### config.mk
export PLATFORM = sky130hd
export DESIGN_NAME = uphy_ctrl
export DESIGN_NICKNAME = d
export VERILOG_FILES = /design/src/uphy_pkg.sv /design/src/uphy_ctrl.sv
export SDC_FILE = /design/constraint.sdc
export NUM_CORES = 1
export LEC_CHECK = 0
export BUFFER_PORTS_ARGS = -buffer_cell sky130_fd_sc_hd__buf_2
export CORE_MARGIN = 1.5
export CORE_UTILIZATION = 59
export CTS_CLUSTER_DIAMETER = 100
export DETAILED_ROUTE_END_ITERATION = 6
export HOLD_SLACK_MARGIN = 0.02
export PLACE_DENSITY_LB_ADDON = 0.12
export SYNTH_ARGS = -nofsm -noshare
export SYNTH_HDL_FRONTEND = slang
export SYNTH_SLANG_ARGS = --single-unit
### constraint.sdc
create_clock -name pclk -period 3.3 [get_ports pclk]
set_input_delay 0 -clock pclk [delete_from_list [all_inputs] [get_ports pclk]]
set_output_delay 0 -clock pclk [all_outputs]
set_load 0.01 [all_outputs]
### src/uphy_pkg.sv
package uphy_pkg;

  // Register byte offsets on the APB window.
  localparam logic [7:0] OFF_DEV_ADDR = 8'h08;
  localparam logic [7:0] OFF_FCTL     = 8'h0C;
  localparam logic [7:0] OFF_OTG_CTL  = 8'h10;
  localparam logic [7:0] OFF_OTG_FLG  = 8'h14;
  localparam logic [7:0] OFF_SER_CTL  = 8'h18;
  localparam logic [7:0] OFF_FLAGS    = 8'h1C;
  localparam logic [7:0] OFF_STICKY   = 8'h20;
  localparam logic [7:0] OFF_MASKS    = 8'h24;
  localparam logic [7:0] OFF_FRAME    = 8'h28;
  localparam logic [7:0] OFF_PID      = 8'h2C;
  localparam logic [7:0] OFF_EP       = 8'h30;
  localparam logic [7:0] OFF_EP_MATCH = 8'h34;
  localparam logic [7:0] OFF_OTG_MASK = 8'h38;

  // Reset values: opmode 1, termselect 1, xcvrselect 1; tx enable_n 1.
  localparam logic [4:0] FCTL_RST = 5'h07;
  localparam logic [3:0] SER_RST  = 4'h2;

  // Event flag bit positions.
  localparam int FLG_TOK = 6;
  localparam int FLG_SE0 = 5;
  localparam int FLG_K   = 4;
  localparam int FLG_J   = 3;
  localparam int FLG_CRC = 2;
  localparam int FLG_RXA = 1;
  localparam int FLG_RXE = 0;
  localparam int NFLAGS  = 7;

  localparam logic [1:0] LS_SE0 = 2'h0;
  localparam logic [1:0] LS_J   = 2'h1;
  localparam logic [1:0] LS_K   = 2'h2;

  localparam logic [3:0] PID_SOF  = 4'h5;
  localparam logic [1:0] PT_TOKEN = 2'h1;
  localparam logic [1:0] PT_DATA  = 2'h3;

  // CRCs are run LSB first in reflected form.
  localparam logic [4:0]  CRC5_INIT  = 5'h1F;
  localparam logic [4:0]  CRC5_POLY  = 5'h14;
  localparam logic [4:0]  CRC5_RES   = 5'h06;
  localparam logic [15:0] CRC16_INIT = 16'hFFFF;
  localparam logic [15:0] CRC16_POLY = 16'hA001;
  localparam logic [15:0] CRC16_RES  = 16'hB001;
  localparam logic [4:0]  EP_SPECIAL = 5'h10;

  typedef struct packed {
    logic [7:0] data;
    logic       valid;
    logic       active;
    logic       error;
    logic [1:0] linestate;
  } uphy_rx_t;

  typedef struct packed {
    logic bvalid;
    logic idgnd;
    logic hostdis;
    logic vbusvld;
    logic sessvld;
    logic sessend;
  } uphy_otg_t;

  typedef struct packed {
    logic rxrcv;
    logic rxdm;
    logic rxdp;
  } uphy_ser_t;

  typedef enum logic [1:0] {ST_IDLE, ST_PID, ST_BODY} uphy_st_t;

endpackage : uphy_pkg

### src/uphy_ctrl.sv
// Local design decision: the APB slave port.
`timescale 1ns/1ps

// Summary of operation
// - Opmode output from three-bit field, resets one.
// - Termselect bit1, xcvrselect bit0, both reset one.
// - Bits 7,6 enable external VBUS modes.
// - Bits 4..0 drive VBUS and pull controls.
// - OTG flags register shows live transceiver status.
// - Serial receive inputs readable in bits 6..4.
// - Bits 3,2 drive serial SE0 and data.
// - Bit 1 is active-low transmit enable, resets one.
// - Bit 0 selects FS/LS serial mode.
// - Flag 6 set on good addressed token.
// - Flags 5,4,3 set on SE0, K, J.
// - Flag 2 set on data CRC16 failure.
// - Flags 1,0 follow RxActive and RxError.
// - Normal flags 6..2 clear on next packet; sticky hold.
// - Sticky bit per flag; cleared by writing one.
// - Three ports high when masked flag high.
// - Eleven-bit writable frame counter, resets zero.
// - Last received PID captured, read-only.
// - Last endpoint and its valid bit captured.
// - Special endpoints delivered ORed with 0x10.
// - Tokens other than SOF pass only for programmed device address.
module uphy_ctrl (
  input  wire logic              pclk,
  input  wire logic              presetn,
  input  wire logic              pce,
  input  wire logic              psel,
  input  wire logic              penable,
  input  wire logic              pwrite,
  input  wire logic [7:0]        paddr,
  input  wire logic [31:0]       pwdata,
  output logic [31:0]            prdata,
  output logic                   pready,
  output logic                   pslverr,
  input  wire uphy_pkg::uphy_rx_t  utmi_rx,
  input  wire uphy_pkg::uphy_otg_t utmi_otg,
  input  wire uphy_pkg::uphy_ser_t utmi_ser,
  output logic [2:0]             opmode,
  output logic                   termselect,
  output logic                   xcvrselect,
  output logic                   external_vbus_indicator_mode,
  output logic                   external_vbus_drive_mode,
  output logic                   chrgvbus,
  output logic                   dischrgvbus,
  output logic                   dmpulldown,
  output logic                   dppulldown,
  output logic                   idpullup,
  output logic                   tx_se0,
  output logic                   tx_dat,
  output logic                   tx_enable_n,
  output logic                   fsls_serial,
  output logic                   first_flag_output_port,
  output logic                   second_flag_output_port,
  output logic                   third_flag_output_port,
  output logic [4:0]             rx_ep,
  output logic                   rx_ep_valid
);
  import uphy_pkg::*;

  function automatic logic [4:0] crc5_f(input logic [15:0] d);
    logic [4:0] c;
    c = CRC5_INIT;
    for (int i = 0; i < 16; i++) begin
      c = (c >> 1) ^ ((d[i] ^ c[0]) ? CRC5_POLY : 5'h00);
    end
    return c;
  endfunction : crc5_f

  function automatic logic [15:0] crc16_f(input logic [15:0] c0,
                                          input logic [7:0]  d);
    logic [15:0] c;
    c = c0;
    for (int i = 0; i < 8; i++) begin
      c = (c >> 1) ^ ((d[i] ^ c[0]) ? CRC16_POLY : 16'h0000);
    end
    return c;
  endfunction : crc16_f

  logic [4:0]        fctl_ff;
  logic [7:0]        otgc_ff;
  logic [3:0]        ser_ff;
  logic [6:0]        dev_addr_ff;
  logic [NFLAGS-1:0] flags_ff;
  logic [NFLAGS-1:0] nxt_flags;
  logic [NFLAGS-1:0] sticky_ff;
  logic [31:0]       masks_ff;
  logic [10:0]       frame_ff;
  logic [3:0]        pid_ff;
  logic [4:0]        ep_ff;
  logic [15:0]       ep_match_ff;
  logic [31:0]       otg_mask_ff;
  logic              pready_ff;
  logic [31:0]       prdata_ff;
  logic              pslverr_ff;
  logic [2:0]        port_ff;
  logic [4:0]        rx_ep_ff;
  logic              rx_ep_valid_ff;
  uphy_st_t          st_ff;
  logic [7:0]        pidb_ff;
  logic [7:0]        b1_ff;
  logic [7:0]        b2_ff;
  logic [1:0]        cnt_ff;
  logic [15:0]       crc16_ff;
  logic              rxa_ff;
  logic [1:0]        ls_ff;

  // APB: one wait state, so registers settle before read data is latched.
  wire access  = psel & penable;
  wire xfer    = access & pready_ff;
  wire wr      = xfer & pwrite;
  wire wr_dadr = wr & (paddr == OFF_DEV_ADDR);
  wire wr_fctl = wr & (paddr == OFF_FCTL);
  wire wr_otgc = wr & (paddr == OFF_OTG_CTL);
  wire wr_ser  = wr & (paddr == OFF_SER_CTL);
  wire wr_flg  = wr & (paddr == OFF_FLAGS);
  wire wr_stk  = wr & (paddr == OFF_STICKY);
  wire wr_msk  = wr & (paddr == OFF_MASKS);
  wire wr_frm  = wr & (paddr == OFF_FRAME);
  wire wr_epm  = wr & (paddr == OFF_EP_MATCH);
  wire wr_otgm = wr & (paddr == OFF_OTG_MASK);

  wire mapped = (paddr[1:0] == 2'h0) &
                (paddr >= OFF_DEV_ADDR) & (paddr <= OFF_OTG_MASK);

  // Narrow fields sit low and reserved bits read zero.
  wire [31:0] rd_mux =
    (paddr == OFF_DEV_ADDR) ? {25'h0, dev_addr_ff} :
    (paddr == OFF_FCTL)     ? {27'h0, fctl_ff} :
    (paddr == OFF_OTG_CTL)  ? {24'h0, otgc_ff[7:6], 1'b0,
                               otgc_ff[4:0]} :
    (paddr == OFF_OTG_FLG)  ? {26'h0, utmi_otg} :
    (paddr == OFF_SER_CTL)  ? {25'h0, utmi_ser, ser_ff} :
    (paddr == OFF_FLAGS)    ? {25'h0, flags_ff} :
    (paddr == OFF_STICKY)   ? {25'h0, sticky_ff} :
    (paddr == OFF_MASKS)    ? masks_ff :
    (paddr == OFF_FRAME)    ? {21'h0, frame_ff} :
    (paddr == OFF_PID)      ? {28'h0, pid_ff} :
    (paddr == OFF_EP)       ? {27'h0, ep_ff} :
    (paddr == OFF_EP_MATCH) ? {16'h0, ep_match_ff} :
    (paddr == OFF_OTG_MASK) ? otg_mask_ff : 32'h0000_0000;

  always_ff @(posedge pclk or negedge presetn) begin
    if (!presetn) begin
      pready_ff  <= 1'b0;
      prdata_ff  <= 32'h0000_0000;
      pslverr_ff <= 1'b0;
    end else if (pce) begin
      pready_ff  <= access & ~pready_ff;
      prdata_ff  <= (access & ~pready_ff & ~pwrite) ? rd_mux : prdata_ff;
      pslverr_ff <= access & ~pready_ff & ~mapped;
    end
  end

  always_ff @(posedge pclk or negedge presetn) begin
    if (!presetn) begin
      fctl_ff     <= FCTL_RST;
      otgc_ff     <= 8'h00;
      ser_ff      <= SER_RST;
      dev_addr_ff <= 7'h00;
      sticky_ff   <= 7'h00;
      masks_ff    <= 32'h0000_0000;
      ep_match_ff <= 16'h0000;
      otg_mask_ff <= 32'h0000_0000;
    end else if (pce) begin
      if (wr_fctl) fctl_ff <= pwdata[4:0];
      if (wr_otgc) otgc_ff <= pwdata[7:0] & 8'hDF;
      if (wr_ser) ser_ff <= pwdata[3:0];
      if (wr_dadr) dev_addr_ff <= pwdata[6:0];
      if (wr_stk) sticky_ff <= pwdata[6:0];
      if (wr_msk) masks_ff <= pwdata;
      if (wr_epm) ep_match_ff <= pwdata[15:0];
      if (wr_otgm) otg_mask_ff <= pwdata;
    end
  end

  // Packet receive path.
  wire rx_rise  = utmi_rx.active & ~rxa_ff;
  wire rx_fall  = ~utmi_rx.active & rxa_ff;
  wire rx_byte  = utmi_rx.valid & utmi_rx.active;
  wire pkt_end  = rx_fall & (st_ff == ST_BODY);
  wire pid_ok   = pidb_ff[3:0] == ~pidb_ff[7:4];
  wire is_tok   = pidb_ff[1:0] == PT_TOKEN;
  wire is_data  = pidb_ff[1:0] == PT_DATA;
  wire is_sof   = pidb_ff[3:0] == PID_SOF;
  wire crc5_ok  = crc5_f({b2_ff, b1_ff}) == CRC5_RES;
  wire addr_ok  = b1_ff[6:0] == dev_addr_ff;
  wire tok_good = pkt_end & pid_ok & (cnt_ff == 2'h2) & crc5_ok;
  wire tok_ok   = tok_good & is_tok & ~is_sof & addr_ok;
  wire sof_ok   = tok_good & is_sof;
  wire crc_err  = pkt_end & pid_ok & is_data &
                  (crc16_ff != CRC16_RES);
  wire [3:0] ep_num = {b2_ff[2:0], b1_ff[7]};

  always_ff @(posedge pclk or negedge presetn) begin
    if (!presetn) begin
      st_ff    <= ST_IDLE;
      pidb_ff  <= 8'h00;
      b1_ff    <= 8'h00;
      b2_ff    <= 8'h00;
      cnt_ff   <= 2'h0;
      crc16_ff <= CRC16_INIT;
      rxa_ff   <= 1'b0;
      ls_ff    <= LS_J;
    end else if (pce) begin
      rxa_ff <= utmi_rx.active;
      ls_ff  <= utmi_rx.linestate;
      case (st_ff)
        ST_IDLE: begin
          if (rx_rise) st_ff <= ST_PID;
        end
        ST_PID: begin
          cnt_ff   <= 2'h0;
          crc16_ff <= CRC16_INIT;
          if (rx_byte) begin
            pidb_ff <= utmi_rx.data;
            st_ff   <= ST_BODY;
          end else if (!utmi_rx.active) begin
            st_ff <= ST_IDLE;
          end
        end
        ST_BODY: begin
          if (rx_byte) begin
            crc16_ff <= crc16_f(crc16_ff, utmi_rx.data);
            if (cnt_ff == 2'h0) b1_ff <= utmi_rx.data;
            if (cnt_ff == 2'h1) b2_ff <= utmi_rx.data;
            // Saturate so that an overlong token never matches.
            if (cnt_ff != 2'h3) cnt_ff <= cnt_ff + 2'h1;
          end
          if (!utmi_rx.active) st_ff <= ST_IDLE;
        end
        default: st_ff <= ST_IDLE;
      endcase
    end
  end

  // Captured packet fields; a SOF load beats a software write.
  always_ff @(posedge pclk or negedge presetn) begin
    if (!presetn) begin
      frame_ff       <= 11'h000;
      pid_ff         <= 4'h0;
      ep_ff          <= 5'h00;
      rx_ep_ff       <= 5'h00;
      rx_ep_valid_ff <= 1'b0;
    end else if (pce) begin
      if (sof_ok) frame_ff <= {b2_ff[2:0], b1_ff};
      else if (wr_frm) frame_ff <= pwdata[10:0];
      if (st_ff == ST_PID && rx_byte) pid_ff <= utmi_rx.data[3:0];
      if (tok_ok) ep_ff <= {1'b1, ep_num};
      if (tok_ok) begin
        rx_ep_ff <= ep_match_ff[ep_num] ? ({1'b0, ep_num} | EP_SPECIAL)
                                        : {1'b0, ep_num};
      end
      rx_ep_valid_ff <= tok_ok;
    end
  end

  // Line state flags fire on a change; idle J after reset is no change.
  wire ls_chg = utmi_rx.linestate != ls_ff;
  wire [NFLAGS-1:0] ev = {
    tok_ok,
    ls_chg & (utmi_rx.linestate == LS_SE0),
    ls_chg & (utmi_rx.linestate == LS_K),
    ls_chg & (utmi_rx.linestate == LS_J),
    crc_err,
    utmi_rx.active,
    utmi_rx.error};
  wire [NFLAGS-1:0] clr = wr_flg ? pwdata[NFLAGS-1:0] : 7'h00;
  // A new event in the clear cycle wins over the clear.
  wire [NFLAGS-1:0] stk_nxt = (flags_ff & ~clr) | ev;
  wire [NFLAGS-1:0] nrm_nxt = {
    (flags_ff[6:2] & ~{5{rx_rise}} & ~clr[6:2]) | ev[6:2],
    ev[1:0]};

  assign nxt_flags = (sticky_ff & stk_nxt) | (~sticky_ff & nrm_nxt);

  always_ff @(posedge pclk or negedge presetn) begin
    if (!presetn) begin
      flags_ff <= 7'h00;
      port_ff  <= 3'h0;
    end else if (pce) begin
      flags_ff   <= nxt_flags;
      port_ff[0] <= |(flags_ff & masks_ff[6:0]);
      port_ff[1] <= |(flags_ff & masks_ff[14:8]);
      port_ff[2] <= |(flags_ff & masks_ff[22:16]);
    end
  end

  assign prdata                       = prdata_ff;
  assign pready                       = pready_ff;
  assign pslverr                      = pslverr_ff;
  assign opmode                       = fctl_ff[4:2];
  assign termselect                   = fctl_ff[1];
  assign xcvrselect                   = fctl_ff[0];
  assign external_vbus_indicator_mode = otgc_ff[7];
  assign external_vbus_drive_mode     = otgc_ff[6];
  assign chrgvbus                     = otgc_ff[4];
  assign dischrgvbus                  = otgc_ff[3];
  assign dmpulldown                   = otgc_ff[2];
  assign dppulldown                   = otgc_ff[1];
  assign idpullup                     = otgc_ff[0];
  assign tx_se0                       = ser_ff[3];
  assign tx_dat                       = ser_ff[2];
  assign tx_enable_n                  = ser_ff[1];
  assign fsls_serial                  = ser_ff[0];
  assign first_flag_output_port       = port_ff[0];
  assign second_flag_output_port      = port_ff[1];
  assign third_flag_output_port       = port_ff[2];
  assign rx_ep                        = rx_ep_ff;
  assign rx_ep_valid                  = rx_ep_valid_ff;
endmodule : uphy_ctrl

Word level (Yosys, flattened, before mapping)
Index checks and enable logic that the tools add are counted.

cells by class
  reductions and logical operators = 28
  $lt $le $gt $ge = 3
  add/subtract/negate cells = 1
  multiplexer cells = 52
  equal/unequal tests = 31
  bitwise logic cells = 103

operators by type and width
  operator                                        number
  2-to-1 mux 32 bit                               13
  2-to-1 mux 16 bit                               9
  bitwise XOR 15 x 16 -> 16 bit                   8
  2-to-1 mux 5 bit                                17
  bitwise XOR 4 x 5 -> 5 bit                      15
  == test 8 x 6 -> 1 bit (second input constant)  7
  AND 7 bit                                       6
  AND 1 bit                                       34
  == test 8 x 5 -> 1 bit (second input constant)  4
  one-hot mux 16 bit (2 select lines)             1
  AND reduction 2 bit                             13
  bitwise XOR 1 bit                               23
  2-to-1 mux 11 bit                               2
  OR reduction 7 bit                              3
  == test 8 x 4 -> 1 bit (second input constant)  2
  != test 16 bit (second input constant)          1
  NOT 7 bit                                       2
  bitwise OR 7 bit                                2
  AND reduction 4 bit                             3
  AND 5 bit                                       2
  2-to-1 mux 2 bit                                5
  NOT 5 bit                                       2
  == test 2 x 1 -> 1 bit (second input constant)  4
  == test 2 bit (second input constant)           4
  other kinds (23)                                36

storage, ports and cells
  output and inout bits = 59
  input port bits = 68
  bits in registers = 227
  word-level logic and storage cells = 244

Longest topological paths before layout
Gate-level depths: netlist (run 1).

  depth in word-level cells = 55
  mapped depth = 10
  depth with buffers taken out = 7

Worst setup path before layout (run 1)
OpenSTA, ideal clock, no wires.

  path kind = register to register
  from = reg b1_ff[7]
  to = reg ep_ff[0]
  path slack = 0.835 ns
  cell stages (with the launch flop) = 9
  library setup time = 0.125 ns
  buffers on the path = 1
  period minus slack after synthesis = 2.465 ns
  required time = 3.175 ns
  arrival time = 2.340 ns
  path through = dfrtp_1 > buf_6 > xor2_2 > xor3_1 > or2_1 > mux2i_1 > nand3_2 > nor4_4 > mux2_2

between the ends
  cells in the longest elaborated chain, start to end = 21
  elaborated cells on any way between the ends = 25
  classes of those cells = eq/ne: 1; mux: 5; bitwise: 18; reduce/logical: 1

ends and longest elaborated chain
  item                                                             RTL line          source
  from (decl)                                                      uphy_ctrl.sv:103  logic [7:0] b1_ff;
  from (signal assigned)                                           uphy_ctrl.sv:227  if (cnt_ff == 2'h0) b1_ff <= utmi_rx.data;
  bitwise XOR 1 bit                                                uphy_ctrl.sv:67   c = (c >> 1) ^ ((d[i] ^ c[0]) ? CRC5_POLY : 5'h00);
  2-to-1 mux 5 bit                                                 uphy_ctrl.sv:67
  bitwise XOR 4 x 5 -> 5 bit (3 in series)                         uphy_ctrl.sv:67
  bitwise XOR 1 bit or bitwise XOR 4 x 5 -> 5 bit (tied branches)  uphy_ctrl.sv:67
  2-to-1 mux 5 bit or bitwise XOR 4 x 5 -> 5 bit (tied branches)   uphy_ctrl.sv:67
  bitwise XOR 4 x 5 -> 5 bit or bitwise XOR 1 bit (tied branches)  uphy_ctrl.sv:67
  bitwise XOR 4 x 5 -> 5 bit or 2-to-1 mux 5 bit (tied branches)   uphy_ctrl.sv:67
  bitwise XOR 4 x 5 -> 5 bit                                       uphy_ctrl.sv:67
  bitwise XOR 1 bit or bitwise XOR 4 x 5 -> 5 bit (tied branches)  uphy_ctrl.sv:67
  2-to-1 mux 5 bit or bitwise XOR 4 x 5 -> 5 bit (tied branches)   uphy_ctrl.sv:67
  bitwise XOR 4 x 5 -> 5 bit or bitwise XOR 1 bit (tied branches)  uphy_ctrl.sv:67
  bitwise XOR 4 x 5 -> 5 bit or 2-to-1 mux 5 bit (tied branches)   uphy_ctrl.sv:67
  bitwise XOR 4 x 5 -> 5 bit                                       uphy_ctrl.sv:67
  == test 5 x 3 -> 1 bit                                           uphy_ctrl.sv:188  wire crc5_ok = crc5_f({b2_ff, b1_ff}) == CRC5_RES;
  AND 1 bit                                                        uphy_ctrl.sv:190  wire tok_good = pkt_end & pid_ok & (cnt_ff == 2'h2) & crc5_ok;
  AND 1 bit (3 in series)                                          uphy_ctrl.sv:191  wire tok_ok = tok_good & is_tok & ~is_sof & addr_ok;
  AND reduction 2 bit (no source line)                             --
  to (signal assigned)                                             uphy_ctrl.sv:251  if (tok_ok) ep_ff <= {1'b1, ep_num};
  to (decl)                                                        uphy_ctrl.sv:92   logic [4:0] ep_ff;

Parallel ways exist; a longest one is shown, timed or not.
A chain may end at the register's enable or synchronous reset.

Worst setup path after layout (run 1)
  from = reg b1_ff[2]
  to = reg frame_ff[0]

between the ends
  cells in the longest elaborated chain, start to end = 29
  elaborated cells on any way between the ends = 40
  classes of those cells = eq/ne: 1; mux: 11; bitwise: 26; reduce/logical: 2

ends and longest elaborated chain
  item                                          RTL line          source
  bitwise XOR 1 bit (*)                         uphy_ctrl.sv:67
  2-to-1 mux 5 bit (*)                          uphy_ctrl.sv:67
  bitwise XOR 4 x 5 -> 5 bit (*) (3 in series)  uphy_ctrl.sv:67
  bitwise XOR 1 bit                             uphy_ctrl.sv:67
  2-to-1 mux 5 bit                              uphy_ctrl.sv:67
  bitwise XOR 4 x 5 -> 5 bit (*) (3 in series)  uphy_ctrl.sv:67
  bitwise XOR 1 bit                             uphy_ctrl.sv:67
  2-to-1 mux 5 bit                              uphy_ctrl.sv:67
  [... 8 more ...]                              --
  bitwise XOR 1 bit                             uphy_ctrl.sv:67
  2-to-1 mux 5 bit                              uphy_ctrl.sv:67
  bitwise XOR 4 x 5 -> 5 bit (*) (2 in series)  uphy_ctrl.sv:67
  == test 5 x 3 -> 1 bit (*)                    uphy_ctrl.sv:188
  AND 1 bit (*)                                 uphy_ctrl.sv:190
  AND 1 bit (*)                                 uphy_ctrl.sv:192  wire sof_ok = tok_good & is_sof;
  nonzero test 2 bit (no source line)           --
  AND reduction 2 bit (no source line)          --
  to (signal assigned)                          uphy_ctrl.sv:248  if (sof_ok) frame_ff <= {b2_ff[2:0], b1_ff};
  to (signal assigned)                          uphy_ctrl.sv:249  else if (wr_frm) frame_ff <= pwdata[10:0];
  to (decl)                                     uphy_ctrl.sv:90   logic [10:0] frame_ff;

Every way passes the cells marked *; elsewhere a longest branch is shown, timed or not.

==> impl_metrics.toml, run 1 <==
[cells_and_area]
insertedDiodeCount = 0
drive_above_1_share_pct = 34.2
fin_nets = 1177
final_cells = 1348
syn2layout_area_growth_pct = 21.3
fill_cells = 1273

[timing]
max_freq_mhz = 362
relSlewSlack_pct = 41.8
hold_viol = 0
clock-skew-final_ns = 0.0165
finalSetupViolations = 0
post-route-period-util_pct = 83.6
period_needed_ns = 2.76
worstMarginPinSlew_ns = 0.872
rsz0062_at_grt = "no"
setup_tns_ns = 0
slew_violations = 0

[yosys]
ys.warnings.count = 0
seq_area_frac_synth_pct = 52.2
synth_fp_nets = 1000
synth_ff_type = "dfrtp_1"
synth_top_area_share_pct = 47.0
ys_ff_latch = 223
synth_top_cell_by_area = "dfrtp_1"
ys_async_sr_fraction_pct = 100
synth_edf_count = 0
syn_avg_cell_area_sq_um = 11.6
synthMostInstantiatedCell = "dfrtp_1"
synth_common_cells = "dfrtp_1 (202), mux2_2 (146), nand2_1 (88)"
postSynthCellCount = 928
ys_top_cells_by_area = "dfrtp_1 (47%), mux2_2 (15%), dfstp_2 (5.1%)"
netlist_area_sq_mm = 0.0107
ys_types = 65

[place]
dp_hpwl_um = 20200
gp_congestion = 0.944
dp_cells = 1254
port-buffer-count = 126

[grt]
grt_overflow = 0
antenna_found_initial = 0
grt_pass1_wl_um = 45400
grt_pass1_vias = 8070
grt_max_degree = 99
track_usage_pct = 31.7

[setup_path]
critPathArrivalTime_ns = 3.22
crit_fanout = 8
timing.rr.end = "frame_ff[0]"
crit_start = "b1_ff[2]"
cp.required_ns = 3.76
critPathLaunchType = "flop"
ff2ff_path_depth = 8
rrSetupSlack_ns = 0.54
worst_setup_path_end_kind = "flop"
critPathKind = "reg2reg"
r2r-start = "b1_ff[2]"

[clock_network]
clock_path_buffers = 3
cts_buffers = 24
cts_setup_buffers = 0
cts_resized = 0
cts.clk_slew.worst_paths_ns = 0.06
cts_max_level = 1
cts.sinks = 223
cts-root-buf = "clkbuf_16"
insertion_delay_ns = 0.53
cts_tree = "built"

[power]
p_leak_nw = 6.17
clkPwrFrac_pct = 36.6
p_sw_share_pct = 28.1
internal_power_mw = 5.58
finalPower_mw = 7.76
power.switching_mw = 2.18
peakVddDrop_mv = 0.590
powerDensity_mw_per_mm2 = 596
combPwrFrac_pct = 20.8
p_seq_share_pct = 42.6

[detailed_routing]
wl_um = 29900
antenna_left = 0
wl_per_cell_um = 22.2
drc = 0
num_vias = 8221
avgViaCountPerCell = 6.10
drtIter0Drc = 628
firstDrtPassIters = 5

[flow_run]
drv_cap = 0

[min_path]
worstHoldStart = "utmi_otg[5]"
hold_depth = 5
hp-class = "in2reg"
min_to = "prdata[5]"

[die]
start_util_pct = 60.0
num_rows = 49
dieWidth_um = 138
fp.coreArea_sq_mm = 0.0179
io_pins = 127
dieHeight_um = 138
dieArea_sq_mm = 0.0190

[status]
outcome = "complete, no violations"
[cells in the final DEF (no fill, tap or decap), types with 10 or more instances in the layout]
cell type	netlist	final
mux2i_1	13	13
dfstp_2	21	21
o221a_2	11	11
a222oi_1	11	11
nand2_1	88	88
a22oi_1	25	25
nand2b_1	13	13
mux2_2	146	146
xnor2_1	40	40
nand3_1	11	11
nor2_1	60	59
o21ai_0	48	48
buf_4	4	24
buf_2	8	125
a21oi_1	34	34
clkbuf_16	0	24
dlygate4sd3_1	0	54
dfrtp_1	202	202
nor3_1	10	10
[worst max path at each step]
| stage | depth (start not counted) | end | slack [ns] |
|---|---|---|---|
| floorplan | 8 | ep_ff[0] | 0.83 |
| global placement | 7 | rx_ep[4] | 0.64 |
| detailed placement | 7 | ep_ff[0] | 0.54 |
| CTS | 7 | ep_ff[2] | 0.53 |
| global route | 7 | ep_ff[2] | 0.39 |
| finish | 8 | frame_ff[0] | 0.54 |
[power by group through the flow]
| stage | Clock [mW] | Sequential [mW] | Combinational, mW |
|---|---|---|---|
| floorplan | 0 | 3.25 | 1.22 |
| global placement | 0 | 3.33 | 1.51 |
| detailed placement | 0 | 3.35 | 1.54 |
| CTS | 2.86 | 3.30 | 1.61 |
| global route | 2.97 | 3.34 | 1.77 |
| finish | 2.84 | 3.30 | 1.62 |
[through the flow]
stage	setup slack, ns	hold WS, ns	utilization, %	area (sq um)
2_1_floorplan	0.835	-0.296	-	10700
3_3_place_gp	0.643	0.0940	65.3	11700
3_5_place_dp	0.543	0.0986	65.3	11700
4_1_cts	0.532	0.0466	72.8	13000
5_1_grt	0.389	0.0778	72.8	13000
6_report	0.540	0.0389	72.8	13000
[flip-flops by register name (all words and copies together) (netlist names), 2 cells and up]
name / flops
masks_ff: 32
otg_mask_ff: 32
prdata: 32
crc16_ff: 16
ep_match_ff: 16
frame_ff: 11
b1_ff: 8
b2_ff: 8
pidb_ff: 8
dev_addr_ff: 7
flags_ff: 7
otgc_ff: 7
sticky_ff: 7
ep_ff: 5
fctl_ff: 5
pid_ff: 4
ser_ff: 4
port_ff: 3
cnt_ff: 2
ls_ff: 2
st_ff: 2
[repair_timing]
action / 4_1_cts / 5_1_grt
endpoints found under the setup margin: 0 / 0
hold buffers: 54 / 0
hold endpoints to repair: 268 / 0
[area by class of cell]
cell class	count	area (sq um)	area share [%]
clock inverter	10	186	1.43
tap	229	287	2.20
inverter	11	41.3	0.317
timing repair buffer	208	1440	11.1
sequential	223	5610	43.0
clock buffer	30	623	4.78
multi-input combinational	637	4850	37.2
[metal layers]
metal	vias up	part of all wire [%]	track usage, %
met5	-	0	0
met4	0	2.9	11.1
met3	63	6.3	4.46
met2	301	48	50.9
met1	4119	43	44.4
li1	3738	-	-
[cell families after synthesis]
| family | Yosys count | share of synthesized area, % |
|---|---|---|
| fa+ha+maj | 4 | 0.466 |
| compound gates | 186 | 12.0 |
| xor+xnor | 51 | 4.51 |
| flops | 223 | 52.2 |
| mux | 167 | 18.1 |
| buf+inv | 68 | 2.75 |
| simple gates | 229 | 10.1 |
[worst max-delay path, cell delays in order (launching register included)]
cell	delay (ns)
dfrtp_1	0.45
xnor3_2	0.48
xnor2_1	0.15
or2_1	0.21
mux2i_1	0.24
nand3_2	0.14
o21ai_0	0.54
buf_4	0.28
o221a_2	0.19
No activity file was read; power rests on OpenSTA's default activity.
==> run 2, diff against run 1 <==
ABC_AREA = 1   (was not set)
clock period = 2.75 ns   (was 3.3 ns; I/O delays follow)
==> impl_metrics.toml, run 2 <==
[cells_and_area]
fin_nets = 1643
syn2layout_area_growth_pct = 21.0
drive_above_1_share_pct = 16.7
fill_cells = 1400
insertedDiodeCount = 0
fin_area_sq_mm = 0.0134
final_cell_mix = "nand2_1 (440), dfrtp_1 (202), o21ai_0 (189)"
layout_commonest_cell = "nand2_1"

[detailed_routing]
num_vias = 10380
antenna_left = 0
firstDrtPassIters = 7
drtIter0Drc = 975
wl_per_cell_um = 17.8
drc = 16
avgViaCountPerCell = 5.71
wl_um = 32300

[die]
dieWidth_um = 140
dieArea_sq_mm = 0.0196
start_util_pct = 60.9
io_pins = 127
dieHeight_um = 140
fp.coreArea_sq_mm = 0.0181
num_rows = 49

[clock_network]
clock_path_buffers = 3
cts_resized = 0
cts_tree = "built"
cts_buffers = 24
cts-root-buf = "clkbuf_16"
cts.clk_slew.worst_paths_ns = 0.06
cts.sinks = 223
insertion_delay_ns = 0.53
cts_max_level = 1

[power]
powerDensity_mw_per_mm2 = 713
p_leak_nw = 6.67
finalPower_mw = 9.54
peakVddDrop_mv = 0.760

[setup_path]
critPathArrivalTime_ns = 2.78
cp.required_ns = 3.15
critPathLaunchType = "input pin"
worst_setup_path_end_kind = "flop"
crit_fanout = 9
critPathKind = "in2reg"

[yosys]
postSynthCellCount = 1380
synth_top_area_share_pct = 45.7
ys_async_sr_fraction_pct = 100
netlist_area_sq_mm = 0.0111
ys.warnings.count = 0
ys_ff_latch = 223
synth_ff_type = "dfrtp_1"
seq_area_frac_synth_pct = 50.7
ys_types = 47
synthMostInstantiatedCell = "nand2_1"
synth_edf_count = 0
synth_top_cell_by_area = "dfrtp_1"
synth_common_cells = "nand2_1 (441), dfrtp_1 (202), o21ai_0 (189)"
ys_top_cells_by_area = "dfrtp_1 (46%), nand2_1 (15%), o21ai_0 (8.6%)"
synth_fp_nets = 1452
syn_avg_cell_area_sq_um = 8.01

[grt]
grt_pass1_wl_um = 52500
antenna_found_initial = 0
grt_overflow = 0
track_usage_pct = 34.0
grt_max_degree = 86
grt_pass1_vias = 10009

[flow_run]
drv_cap = 0

[timing]
max_freq_mhz = 421
setup_tns_ns = 0
worstMarginPinSlew_ns = 0.905
finalSetupViolations = 0
period_needed_ns = 2.37
rsz0062_at_grt = "no"
slew_violations = 0
relSlewSlack_pct = 39.4
hold_viol = 0
clock-skew-final_ns = 0.0137
fin_ws_ns = 0.377
post-route-period-util_pct = 86.3

[place]
dp_hpwl_um = 22400
placed_cell_area_sq_mm = 0.0119
port-buffer-count = 126
gp_congestion = 0.929
pre_cts_ws_ns = 0.461

[min_path]
hp-class = "in2async"

[status]
outcome = "finished with violations"
violations = "DRC"
[run 2: cell count changes after synthesis, sizes merged, moves of 14 or more]
cell,change
nand4,+14
mux2,-143
nand2,+370
nand3,+57
xnor2,-31
o21ai,+148
inv,+133
a22oi,-21
[run 2: worst paths after layout]
kind / startpoint / end / slack (ns) / depth (start not counted)
worst min register to register: prdata[28] / prdata[28] / 0.47 / 2
worst max register to register: b1_ff[5] / frame_ff[6] / 0.39 / 15
min in group pclk: paddr[1] / prdata[6] / 0.12 / 7
worst min-delay path: presetn / prdata[2] / 0.07 / 2
max in group asynchronous: presetn / fctl_ff[2] / 1.87 / 3
worst max-delay path: paddr[3] / flags_ff[5] / 0.38 / 12
[run 2: cells by family (layout without fill, tap and decap cells)]
kind of cell / after synthesis / count (layout) / share of synthesized area [%]
compound gates: 290 / 290 / 14.9
simple gates: 640 / 640 / 24.3
fa+ha+maj: 4 / 4 / 0.453
buf+inv: 199 / 407 / 7.53
flops: 223 / 223 / 50.7
xor+xnor: 20 / 20 / 1.65
mux: 4 / 4 / 0.408
[run 2: area by class of cell]
class	count	area (sq um)	share of cell area [%]
Clock buffer	39	698	5.22
Tap cell	229	287	2.14
Multi-Input combinational cell	958	4620	34.5
Clock inverter	4	70.1	0.524
Inverter	144	541	4.04
Sequential cell	223	5610	41.9
Timing Repair Buffer	220	1550	11.6
[run 2: critical path, stage by stage]
cell and delay [ns]:
dlygate4sd3_1 0.51, buf_2 0.15, nand2_1 0.12, inv_2 0.10, nand2_1 0.16, nor2_2 0.37, inv_1 0.10, nor2_2 0.29
a21oi_1 0.15, o21ai_0 0.16, o21ai_0 0.09, dlygate4sd3_1 0.56
[run 2: what timing repair did]
action                                  4_1_cts  5_1_grt
buffers inserted                              0        0
hold buffers                                 67        0
hold endpoints to repair                    321        0
endpoints found under the setup margin        0        0
[run 2: routing by layer]
| layer | routed length (um) | share of wire (%) | global-route usage, % |
|---|---|---|---|
| met5 | 0 | 0 | 0 |
| met4 | 1160 | 3.6 | 11.6 |
| met3 | 2320 | 7.2 | 5.30 |
| met2 | 14900 | 46 | 53.6 |
| met1 | 13900 | 43 | 48.3 |
[run 2: through the flow]
stage,util [%],hold WS (ns),cells
2_1_floorplan,-,-0.296,1380
3_3_place_gp,65.7,0.0489,1707
3_5_place_dp,65.7,0.0467,1707
4_1_cts,73.7,0.0969,1817
5_1_grt,73.7,0.146,1817
6_report,73.7,0.0702,1817
[run 2: where the power goes]
group / switching [mW] / internal [mW]
clock: 1.29 / 1.91
sequential: 0.377 / 3.65
combinational: 1.51 / 0.808
total: 3.17 / 6.37
==> run 3, diff against run 2 <==
ABC_AREA = not set   (was 1)
CORE_UTILIZATION = 40   (was 59)
==> impl_metrics.toml, run 3 (same netlist as run 1, synthesis figures left out) <==
[status]
outcome = "complete, no violations"

[detailed_routing]
drc = 0
wl_per_cell_um = 21.4
num_vias = 8214
wl_um = 31600
antenna_left = 0
avgViaCountPerCell = 5.56
drtIter0Drc = 742
firstDrtPassIters = 6

[power]
power.switching_mw = 2.65
p_sw_share_pct = 28.3
internal_power_mw = 6.74
p_leak_nw = 6.27
p_seq_share_pct = 42.1
peakVddDrop_mv = 0.655
clkPwrFrac_pct = 37.2
powerDensity_mw_per_mm2 = 705
combPwrFrac_pct = 20.7
finalPower_mw = 9.39

[setup_path]
crit_fanout = 8
worst_setup_path_end_kind = "flop"
critPathArrivalTime_ns = 2.93
critPathLaunchType = "flop"
cp.required_ns = 3.17
critPathKind = "reg2reg"

[place]
dp_cells = 1372
port-buffer-count = 126
dp_hpwl_um = 22300
gp_congestion = 0.931

[cells_and_area]
fin_nets = 1194
final_cells = 1478
final_cell_mix = "dfrtp_1 (201), mux2_2 (146), buf_2 (125)"
insertedDiodeCount = 0
drive_above_1_share_pct = 35.5
layout_commonest_cell = "dfrtp_1"
fin_util_pct = 50.8
syn2layout_area_growth_pct = 24.0

[timing]
relSlewSlack_pct = 48.9
clock-skew-final_ns = 0.0107
period_needed_ns = 2.51
post-route-period-util_pct = 91.4
finalSetupViolations = 0
worstMarginPinSlew_ns = 0.764
rsz0062_at_grt = "no"
hold_viol = 0
setup_tns_ns = 0
max_freq_mhz = 398
slew_violations = 0

[grt]
grt_pass1_wl_um = 50100
track_usage_pct = 23.1
antenna_found_initial = 0
global_route.usage.met2_pct = 35.8
grt_pass1_vias = 8421
grt-busiest-layer = "met2"
use_met1_pct = 34.3
grt_overflow = 0
met3_usage_pct = 3.26
grt_max_degree = 84

[die]
io_pins = 127
start_util_pct = 41.0
dieArea_sq_mm = 0.0279
dieWidth_um = 167
dieHeight_um = 167
num_rows = 59
fp.coreArea_sq_mm = 0.0262

[clock_network]
cts_tree = "built"
cts.sinks = 223
insertion_delay_ns = 0.54
clock_path_buffers = 3
cts_max_level = 1
cts_buffers = 27
cts-root-buf = "clkbuf_16"
cts.clk_slew.worst_paths_ns = 0.06

[flow_run]
drv_cap = 0

[min_path]
hp-class = "in2async"
run 3: cell count changes in the layout (fill, tap and decap cells not counted), moves of 12 or more:
cell	before	now
nand2_2	18	0
mux2i_1	0	13
xnor2_1	8	40
nand4_1	20	7
mux2_2	4	146
inv_1	134	9
buf_4	24	38
nand2b_1	0	13
o21ai_0	189	48
a22oi_1	4	25
nand2_1	440	88
a22o_1	15	3
nand3_1	65	11
run 3: final timing paths:
kind / start / to / slack (ns) / cells after the start
max in group asynchronous: presetn / crc16_ff[3] / 1.77 / 3
hold reg to reg: prdata[4] / prdata[4] / 0.47 / 1
setup / recovery: b1_ff[2] / ep_ff[1] / 0.24 / 8
setup reg to reg: b1_ff[2] / ep_ff[1] / 0.24 / 8
hold / removal: presetn / dev_addr_ff[2] / 0.04 / 2
min in group pclk: utmi_ser[2] / prdata[6] / 0.05 / 6
run 3: timing repair:
item | in CTS | in global routing
endpoints found under the setup margin | 0 | 4
hold buffers | 56 | 0
buffers inserted | 0 | 0
endpoints found under the hold margin | 349 | 0
resized for setup | 0 | 1
run 3: layer usage:
metal	routed length [um]	part of all wire, %	vias up
li1	-	-	3779
met1	15200	48	4168
met2	14200	45	219
met4	692	2.2	0
met5	0	0	-
met3	1590	5.0	48
run 3: through the flow:
stage	worst slack, ns	hold WS (ns)	instance area, sq um
final	0.236	0.0359	13300
after global routing	0.0591	0.0658	13300
after CTS	0.138	0.0365	13300
after detailed placement	0.155	0.0560	11900
after floorplan	0.285	-0.296	10700
after global placement	0.187	0.0473	11900
run 3: area by class of cell:
cell class | count | area (sq um)
repair buffers | 222 | 1530
flip-flops and latches | 223 | 5610
multi-input cells | 637 | 4850
clock buffers | 41 | 798
well taps | 335 | 419
inverters | 11 | 41.3
fillers | 2423 | 12900
clock inverters | 9 | 82.6
run 3: critical path: stages, from the launching register on:
cell and delay [ns]:
dfrtp_2 0.43, xnor3_2 0.46, xnor2_1 0.15, or2_1 0.20
mux2i_1 0.21, nand3_2 0.13, nor4_4 0.27, buf_4 0.20
mux2_2 0.34
run 3: power groups by stage:
stage	clock, mW	sequential (mW)	combinational (mW)
detailed placement	0	4.01	1.90
global placement	0	4.00	1.89
global route	3.71	4.00	2.15
CTS	3.57	3.95	1.97
floorplan	0	3.90	1.47
finish	3.50	3.95	1.94
